$ cat src/verilog/spc_pkg.sv
// Constants shared by the sleep and power controller: register map, field layout,
// sleep mode codes, wake timing and the controller state type.
// Assumes an 8-bit core data bus with a separate I/O address space below data space.
`default_nettype none

package spc_pkg;

  // ==========================================================================
  // Register map and address spaces
  // ==========================================================================
  localparam logic [15:0] SLEEP_CTL_DS_OFF = 16'h0053;
  localparam logic [15:0] CORE_CTL_DS_OFF  = 16'h0055;
  localparam logic [15:0] IO_SPACE_BIAS    = 16'h0020;
  localparam logic [7:0]  SLEEP_CTL_RESET  = 8'h00;
  localparam logic [7:0]  CORE_CTL_RESET   = 8'h00;

  // ==========================================================================
  // Field layout
  // ==========================================================================
  localparam int SLEEP_ARM_BIT      = 0;
  localparam int MODE_SEL_LSB       = 1;
  localparam int MODE_SEL_MSB       = 3;
  localparam int SCAN_DIS_BIT       = 7;
  localparam int SLEEP_CTL_USED_MSB = 3;

  // ==========================================================================
  // Sleep mode codes
  // ==========================================================================
  localparam logic [2:0] MODE_IDLE      = 3'h0;
  localparam logic [2:0] MODE_ADC_NR    = 3'h1;
  localparam logic [2:0] MODE_PWR_DOWN  = 3'h2;
  localparam logic [2:0] MODE_PWR_SAVE  = 3'h3;
  localparam logic [2:0] MODE_RSVD_A    = 3'h4;
  localparam logic [2:0] MODE_RSVD_B    = 3'h5;
  localparam logic [2:0] MODE_STANDBY   = 3'h6;
  localparam logic [2:0] MODE_EXT_STBY  = 3'h7;

  // ==========================================================================
  // Timing in core clock cycles
  // ==========================================================================
  localparam int STANDBY_WAKE_CYCLES = 6;
  localparam int WAKE_HALT_CYCLES    = 4;
  localparam int TIMED_WRITE_CYCLES  = 4;
  localparam logic [2:0] STBY_CNT_LOAD = 3'(STANDBY_WAKE_CYCLES - 2);
  localparam logic [2:0] HALT_CNT_LOAD = 3'(WAKE_HALT_CYCLES - 1);
  localparam logic [2:0] TW_WIN_LOAD   = 3'(TIMED_WRITE_CYCLES);

  localparam int NUM_PERIPH = 8;

  // ==========================================================================
  // Controller state
  // ==========================================================================
  typedef enum logic [2:0] {
    S_RUN,
    S_SLEEP,
    S_COUNT,
    S_OSC,
    S_HALT
  } spc_state_t;

endpackage

`default_nettype wire

$ cat src/verilog/spc_sleep_power_ctrl.sv
// Sleep mode and power controller: sleep entry and wake sequencing, clock domain
// gating, per-peripheral clock stop, analog enables and the scan port disable bit.
// Assumes the core bus, sleep strobe, wake request and fuse levels are synchronous
// to CORE_CLK; the oscillator start-up time is reported through OSC_READY.
`timescale 1ns/1ps
`default_nettype none

module spc_sleep_power_ctrl (
  input  wire logic        CORE_CLK,
  input  wire logic        RST,
  input  wire logic [15:0] BUS_ADDR,
  input  wire logic        BUS_IO_SPACE,
  input  wire logic        BUS_WE,
  input  wire logic        BUS_RE,
  input  wire logic [7:0]  BUS_WDATA,
  output logic      [7:0]  BUS_RDATA,
  input  wire logic        SLEEP_EXEC,
  input  wire logic        WAKE_EVENT,
  input  wire logic        OSC_READY,
  input  wire logic        XTAL_CLOCK_OPT,
  input  wire logic        DEBUG_FUSE,
  input  wire logic        SCAN_PORT_FUSE,
  input  wire logic        BROWNOUT_FUSE_EN,
  input  wire logic        WATCHDOG_ON,
  input  wire logic [7:0]  PERIPH_STOP,
  input  wire logic        ADC_ENABLE,
  input  wire logic        ADC_CONV_START,
  input  wire logic        ACOMP_ENABLE,
  input  wire logic        ACOMP_USES_VREF,
  output logic             CPU_CLK_EN,
  output logic             FLASH_CLK_EN,
  output logic             IO_CLK_EN,
  output logic             ADC_CLK_EN,
  output logic             ASYNC_CLK_EN,
  output logic             OSC_EN,
  output logic      [7:0]  PERIPH_CLK_EN,
  output logic      [7:0]  PERIPH_ACCESS_EN,
  output logic             CPU_HOLD,
  output logic             SLEEPING,
  output logic             ADC_POWER_EN,
  output logic             ADC_EXT_CONV,
  output logic             ACOMP_POWER_EN,
  output logic             VREF_EN,
  output logic             INBUF_EN,
  output logic             BOD_EN,
  output logic             WDT_EN,
  output logic             SCAN_PORT_EN,
  output logic             DEBUG_EN
);

  // ==========================================================================
  // Helper functions
  // ==========================================================================

  // Matches a register either by its data-space offset or by its I/O address.
  function automatic logic reg_hit(input logic [15:0] addr, input logic io_space,
                                   input logic [15:0] ds_off);
    logic [15:0] want;
    want = io_space ? 16'(ds_off - spc_pkg::IO_SPACE_BIAS) : ds_off;
    return addr == want;
  endfunction

  // Reserved codes are refused so that a stray sleep never stops the core.
  function automatic logic mode_valid(input logic [2:0] m);
    return (m != spc_pkg::MODE_RSVD_A) && (m != spc_pkg::MODE_RSVD_B);
  endfunction

  // Standby variants need a running crystal; otherwise fall back to the stopped mode.
  function automatic logic [2:0] eff_mode(input logic [2:0] m, input logic xtal);
    logic [2:0] r;
    r = m;
    if (!xtal && m == spc_pkg::MODE_STANDBY) begin
      r = spc_pkg::MODE_PWR_DOWN;
    end else if (!xtal && m == spc_pkg::MODE_EXT_STBY) begin
      r = spc_pkg::MODE_PWR_SAVE;
    end
    return r;
  endfunction

  // ==========================================================================
  // State
  // ==========================================================================
  typedef struct packed {
    spc_pkg::spc_state_t state;
    logic [2:0]          mode;
    logic [2:0]          cnt;
    logic [3:0]          sleep_ctl;
    logic                scan_dis;
    logic                tw_pend;
    logic                tw_val;
    logic [2:0]          tw_win;
    logic                adc_prev;
    logic                ext_conv;
    logic [7:0]          rdata;
  } spc_regs_t;

  spc_regs_t cur;
  spc_regs_t next_cur;

  logic hit_sleep;
  logic hit_core;
  logic wr_sleep;
  logic wr_core;
  logic osc_kept;

  assign hit_sleep = reg_hit(BUS_ADDR, BUS_IO_SPACE, spc_pkg::SLEEP_CTL_DS_OFF);
  assign hit_core  = reg_hit(BUS_ADDR, BUS_IO_SPACE, spc_pkg::CORE_CTL_DS_OFF);
  assign wr_sleep  = BUS_WE && hit_sleep;
  assign wr_core   = BUS_WE && hit_core;

  // The oscillator is left running in the light modes, in standby and under debug.
  assign osc_kept = (cur.mode == spc_pkg::MODE_IDLE) || (cur.mode == spc_pkg::MODE_ADC_NR) ||
                    (cur.mode == spc_pkg::MODE_STANDBY) || (cur.mode == spc_pkg::MODE_EXT_STBY) ||
                    DEBUG_FUSE;

  // ==========================================================================
  // Next-state logic
  // ==========================================================================

  // Bus, timed write, sleep sequencing and converter tracking in one pass.
  always_comb begin
    next_cur = cur;

    // Registered read data; unmapped addresses read as zero.
    next_cur.rdata = 8'h00;
    if (BUS_RE && hit_sleep) begin
      next_cur.rdata = {{(7 - spc_pkg::SLEEP_CTL_USED_MSB){1'b0}}, cur.sleep_ctl};
    end else if (BUS_RE && hit_core) begin
      next_cur.rdata = {cur.scan_dis, 7'h00};
    end

    if (wr_sleep) begin
      next_cur.sleep_ctl = BUS_WDATA[spc_pkg::SLEEP_CTL_USED_MSB:0];
    end

    // Second equal write inside the window commits; anything else restarts it.
    if (wr_core) begin
      if (cur.tw_pend && cur.tw_win != 3'h0 &&
          BUS_WDATA[spc_pkg::SCAN_DIS_BIT] == cur.tw_val) begin
        next_cur.scan_dis = cur.tw_val;
        next_cur.tw_pend  = 1'b0;
        next_cur.tw_win   = 3'h0;
      end else begin
        next_cur.tw_pend = 1'b1;
        next_cur.tw_val  = BUS_WDATA[spc_pkg::SCAN_DIS_BIT];
        next_cur.tw_win  = spc_pkg::TW_WIN_LOAD;
      end
    end else if (cur.tw_win != 3'h0) begin
      next_cur.tw_win = 3'(cur.tw_win - 3'h1);
      if (cur.tw_win == 3'h1) begin
        next_cur.tw_pend = 1'b0;
      end
    end

    // A fresh enable after an off period needs an extended conversion; set wins.
    next_cur.adc_prev = ADC_ENABLE;
    if (ADC_ENABLE && !cur.adc_prev) begin
      next_cur.ext_conv = 1'b1;
    end else if (ADC_CONV_START) begin
      next_cur.ext_conv = 1'b0;
    end

    unique case (cur.state)
      spc_pkg::S_RUN: begin
        // Unarmed or reserved requests fall through with no effect.
        if (SLEEP_EXEC && cur.sleep_ctl[spc_pkg::SLEEP_ARM_BIT] &&
            mode_valid(cur.sleep_ctl[spc_pkg::MODE_SEL_MSB:spc_pkg::MODE_SEL_LSB])) begin
          next_cur.state = spc_pkg::S_SLEEP;
          next_cur.mode  = eff_mode(cur.sleep_ctl[spc_pkg::MODE_SEL_MSB:spc_pkg::MODE_SEL_LSB],
                                    XTAL_CLOCK_OPT);
        end
      end
      spc_pkg::S_SLEEP: begin
        if (WAKE_EVENT) begin
          if (cur.mode == spc_pkg::MODE_IDLE || cur.mode == spc_pkg::MODE_ADC_NR) begin
            next_cur.state = spc_pkg::S_HALT;
            next_cur.cnt   = spc_pkg::HALT_CNT_LOAD;
          end else if (osc_kept) begin
            next_cur.state = spc_pkg::S_COUNT;
            next_cur.cnt   = spc_pkg::STBY_CNT_LOAD;
          end else begin
            next_cur.state = spc_pkg::S_OSC;
          end
        end
      end
      spc_pkg::S_COUNT: begin
        // Oscillator never stopped, so only the fixed short delay is spent.
        if (cur.cnt == 3'h0) begin
          next_cur.state = spc_pkg::S_HALT;
          next_cur.cnt   = spc_pkg::HALT_CNT_LOAD;
        end else begin
          next_cur.cnt = 3'(cur.cnt - 3'h1);
        end
      end
      spc_pkg::S_OSC: begin
        if (OSC_READY) begin
          next_cur.state = spc_pkg::S_HALT;
          next_cur.cnt   = spc_pkg::HALT_CNT_LOAD;
        end
      end
      spc_pkg::S_HALT: begin
        if (cur.cnt == 3'h0) begin
          next_cur.state = spc_pkg::S_RUN;
        end else begin
          next_cur.cnt = 3'(cur.cnt - 3'h1);
        end
      end
      default: begin
        next_cur.state = spc_pkg::S_RUN;
      end
    endcase
  end

  // Single register stage for all controller state.
  always_ff @(posedge CORE_CLK) begin
    if (RST) begin
      cur <= '{state: spc_pkg::S_RUN, mode: spc_pkg::MODE_IDLE, cnt: 3'h0,
               sleep_ctl: spc_pkg::SLEEP_CTL_RESET[3:0],
               scan_dis: spc_pkg::CORE_CTL_RESET[spc_pkg::SCAN_DIS_BIT],
               tw_pend: 1'b0, tw_val: 1'b0, tw_win: 3'h0, adc_prev: 1'b0,
               ext_conv: 1'b0, rdata: 8'h00};
    end else begin
      cur <= next_cur;
    end
  end

  // ==========================================================================
  // Clock domain gating
  // ==========================================================================
  logic asleep;
  logic async_mode;

  assign asleep     = (cur.state == spc_pkg::S_SLEEP) || (cur.state == spc_pkg::S_COUNT) ||
                      (cur.state == spc_pkg::S_OSC);
  assign async_mode = (cur.mode == spc_pkg::MODE_IDLE) || (cur.mode == spc_pkg::MODE_ADC_NR) ||
                      (cur.mode == spc_pkg::MODE_PWR_SAVE) || (cur.mode == spc_pkg::MODE_EXT_STBY);

  // Power-down and standby leave no generated clock running.
  assign CPU_CLK_EN   = !asleep;
  assign FLASH_CLK_EN = !asleep;
  assign IO_CLK_EN    = !asleep || (cur.mode == spc_pkg::MODE_IDLE);
  assign ADC_CLK_EN   = !asleep || (cur.mode == spc_pkg::MODE_IDLE) ||
                        (cur.mode == spc_pkg::MODE_ADC_NR);
  assign ASYNC_CLK_EN = !asleep || async_mode;
  assign OSC_EN       = !asleep || (cur.state == spc_pkg::S_OSC) || osc_kept;
  assign SLEEPING     = asleep;
  assign CPU_HOLD     = (cur.state == spc_pkg::S_HALT);

  // Peripheral clocks ride on the I/O clock, so deeper modes stop them anyway.
  assign PERIPH_CLK_EN    = IO_CLK_EN ? ~PERIPH_STOP : 8'h00;
  assign PERIPH_ACCESS_EN = ~PERIPH_STOP;

  // ==========================================================================
  // Analog, input buffer and debug enables
  // ==========================================================================

  // The reference follows its users; a comparator wired to it keeps it on in sleep.
  assign ADC_POWER_EN   = ADC_ENABLE;
  assign ADC_EXT_CONV   = cur.ext_conv;
  assign ACOMP_POWER_EN = ACOMP_ENABLE && (!asleep || cur.mode == spc_pkg::MODE_IDLE ||
                                           cur.mode == spc_pkg::MODE_ADC_NR);
  assign VREF_EN        = BROWNOUT_FUSE_EN || ADC_ENABLE ||
                          (ACOMP_ENABLE && ACOMP_USES_VREF);
  assign INBUF_EN       = IO_CLK_EN || ADC_CLK_EN;
  assign BOD_EN         = BROWNOUT_FUSE_EN;
  assign WDT_EN         = WATCHDOG_ON;
  assign SCAN_PORT_EN   = SCAN_PORT_FUSE && !cur.scan_dis;
  assign DEBUG_EN       = DEBUG_FUSE && SCAN_PORT_FUSE && !cur.scan_dis;
  assign BUS_RDATA      = cur.rdata;
endmodule

`default_nettype wire

$ cat config.mk
export PLATFORM = sky130hd
export DESIGN_NAME = spc_sleep_power_ctrl
export DESIGN_NICKNAME = d
export VERILOG_FILES = /design/src/verilog/spc_pkg.sv /design/src/verilog/spc_sleep_power_ctrl.sv
export SDC_FILE = /design/constraint.sdc
export NUM_CORES = 1
export LEC_CHECK = 0
export ABC_AREA = 1
export BUFFER_PORTS_ARGS = -buffer_cell sky130_fd_sc_hd__buf_2
export CORE_MARGIN = 10
export CORE_UTILIZATION = 45
export CTS_CLUSTER_DIAMETER = 60
export DETAILED_ROUTE_END_ITERATION = 10
export PLACE_DENSITY = 0.8
export SLEW_MARGIN = 25
export SYNTH_ARGS = -nofsm -noshare
export SYNTH_HDL_FRONTEND = slang
export SYNTH_SLANG_ARGS = --single-unit
export TNS_END_PERCENT = 5
$ cat constraint.sdc
create_clock -name CORE_CLK -period 2.9 [get_ports CORE_CLK]
set_clock_uncertainty 0.1 [all_clocks]
set_input_delay 0 -clock CORE_CLK [delete_from_list [all_inputs] [get_ports CORE_CLK]]
set_output_delay 0 -clock CORE_CLK [all_outputs]
set_load 0.03 [all_outputs]
==> reports/results.tsv <==
metric	value	unit
status	finished clean	
multi-input logic area	846	µm²
DRC	0	
Cells after Synth	250	
CP Capture Type	register	
Slew Viols, Final	0	
PwrDens	591	nW/µm²
Clock power frac	23.1	%
initial antenna violation count	0	
Layout Nets	400	
CP Launch Type	input port	
count leader, synth	nand2_1	
CP arrival	2.25	ns
I/O Buffers	81	
final hold viol count	0	
async set-or-reset flop fraction in the synthesized netlist	0	%
leakage	1.15	nW
Detail Placement HPWL	3720	µm
Final ANT Viol Nets	0	
Initial Util	47.8	%
Max Freq	472	MHz
post-cts sizing count	0	
critical path required time	3.03	ns
Longest Clk Path Bufs	2	
Yosys warnings	0	
Synth Flop Type	dfxtp_1	
CTS buffer count	3	
register area	520	µm²
max cap viols	0	
syn_area_per_cell	6.58	µm²
dominant cell type by area after synthesis	dfxtp_1	
die width	80.4	µm
Sequential Power Share	31.7	%
placed cell count	365	
top cell type's share of synthesized area	31.7	%
area added between synthesis and finish	40.4	%
CTS tree	built	
Clock Latency Late Sink	0.29	ns
setup slack, reg-to-reg	1.39	ns
EDFF count, synth	0	
final cell count without fillers	391	
Combinational Power Share	45.2	%
Hold Crit Class	in2reg	
Clk Tree Root Cell	clkbuf_8	
vias per cell	4.64	
HP Start	SLEEP_EXEC	
first-pass GRT wire length	7870	µm
largest net degree at the start of global routing	16	
1st-iter DRT viols	47	
Synth top cells by count	nand2_1, nor2_1, inv_1	
Final setup viols	0	
Reg clk slew, reported paths	0.09	ns
fillers	298	
RR Endpoint	cur[27]	
Peak VDD IR	0.316	mV
Die H	80.4	µm
post-DR wirelength/cell	12.9	µm
number of global-route vias before repair	1824	
worst hold endpoint	cur[25]	
Post-Route WL	5040	µm
Mapped Area	1640	µm²
Int Pwr	0.802	mW
sw frac	41.2	%
Hold-fix buffers, CTS	22	
total chip power	1.36	mW
grt ovf	0	
Synth Register Bits	26	
final critical-path share of the clock period	73.0	%
layout cells sized above 1	34.5	%
R2R depth	12	
Die ar.	6470	µm²
net switching power	0.562	mW
Pre-Repair DR Iteration Count	5	
row count	21	
Worst Setup SP	BUS_ADDR[3]	
vias post-DR	1815	
Synth cell types	29	
antenna cell count	0	
maximum fanout along the worst path	5	
Final Critical Period	2.12	ns
Area contributors post-synth	dfxtp_1, nand2_1, nor2_1	
worst r2r src	cur[20]	
Ports	90	
clock sink count	26	
H-tree depth	1	
Final TNS setup	0	ns
gpl congestion	0.824	
GRT Total Usage	15.0	%
Setup Buffers After CTS	0	
CP Class	in2reg	
post-synthesis sequential area ratio	31.7	%
Hold Path Cell Cnt	4	
core area	3440	µm²
RSZ-0062 raised after global routing	no	
-- layout by cell type (no fill, tap or decap), drive strengths merged --
cell type    count
a21oi           18
buf             81
bufinv           1
clkbuf           3
clkinv           3
conb             3
dfxtp           26
dlygate4sd3     22
ha               5
inv             46
nand2           52
nand3           16
nand4            2
nor2            46
nor3             5
o211ai           1
o21ai           11
o32ai            1
xor2             3
-- metal layers --
metal  up-vias  global-route usage (%)  wire (µm)
met5         -                       0          0
met1       781                    14.4       1880
met4         0                    10.0        212
li1        938                       -          -
met2        75                    27.0       2360
met3        21                    4.23        590
-- state kept, by name, summed over array words and instances (netlist names) --
name	flops
ADC_EXT_CONV	1
BUS_RDATA	5
cur	20
-- power groups by stage --
| stage | logic [mW] | clock network (mW) | registers, mW |
|---|---|---|---|
| 4_1_cts | 0.614 | 0.315 | 0.432 |
| 2_1_floorplan | 0.470 | 0 | 0.438 |
| 3_3_place_gp | 0.579 | 0 | 0.439 |
| 6_report | 0.616 | 0.315 | 0.433 |
| 3_5_place_dp | 0.593 | 0 | 0.440 |
| 5_1_grt | 0.698 | 0.328 | 0.440 |
-- through the flow --
stage	setup slack (ns)	utilization, %	area (µm²)	hold WS, ns
after floorplan	1.47	-	1650	-0.0166
after detailed placement	1.43	58.6	2020	-0.0998
after global routing	0.642	67.1	2310	0.0658
after global placement	1.42	58.6	2020	-0.0998
after CTS	1.00	67.1	2310	0.0381
final	0.782	67.1	2310	0.0325
-- cell type report --
cell class	count	share of cell area [%]
clock inverter	1	1.30
multi-input combinational	163	36.6
sequential	26	22.5
inverter	49	8.13
tap	46	2.49
timing repair buffer	103	27.1
clock buffer	3	1.79
-- worst max-delay path, stage by stage --
cell and delay, ns:
buf_2 0.11, nor3_1 0.36, nand3_1 0.18, nor2_2 0.21, nand3_1 0.08, dlygate4sd3_1 0.56, a21oi_1 0.17, dlygate4sd3_1 0.57
-- logic make-up (layout without fill, tap and decap cells) --
family / after synthesis / after routing / synth area share (%)
and+or+nand+nor: 121 / 121 / 34.4
AOI/OAI and AO/OA: 31 / 31 / 11.0
other: 1 / 3 / 0.228
buffers and inverters: 63 / 156 / 17.4
adders and majority gates: 5 / 5 / 3.81
xor gates and xnor gates: 3 / 3 / 1.60
DFF: 26 / 26 / 31.7
-- how the worst max path moves through the flow --
stage                       endpoint  slack, ns
floorplan               ASYNC_CLK_EN       1.47
global placement    PERIPH_CLK_EN[1]       1.42
detailed placement           cur[27]       1.43
CTS                          cur[18]       1.00
global route                 cur[18]       0.64
finish                       cur[18]       0.78
Power figures use the tool's default switching activity.
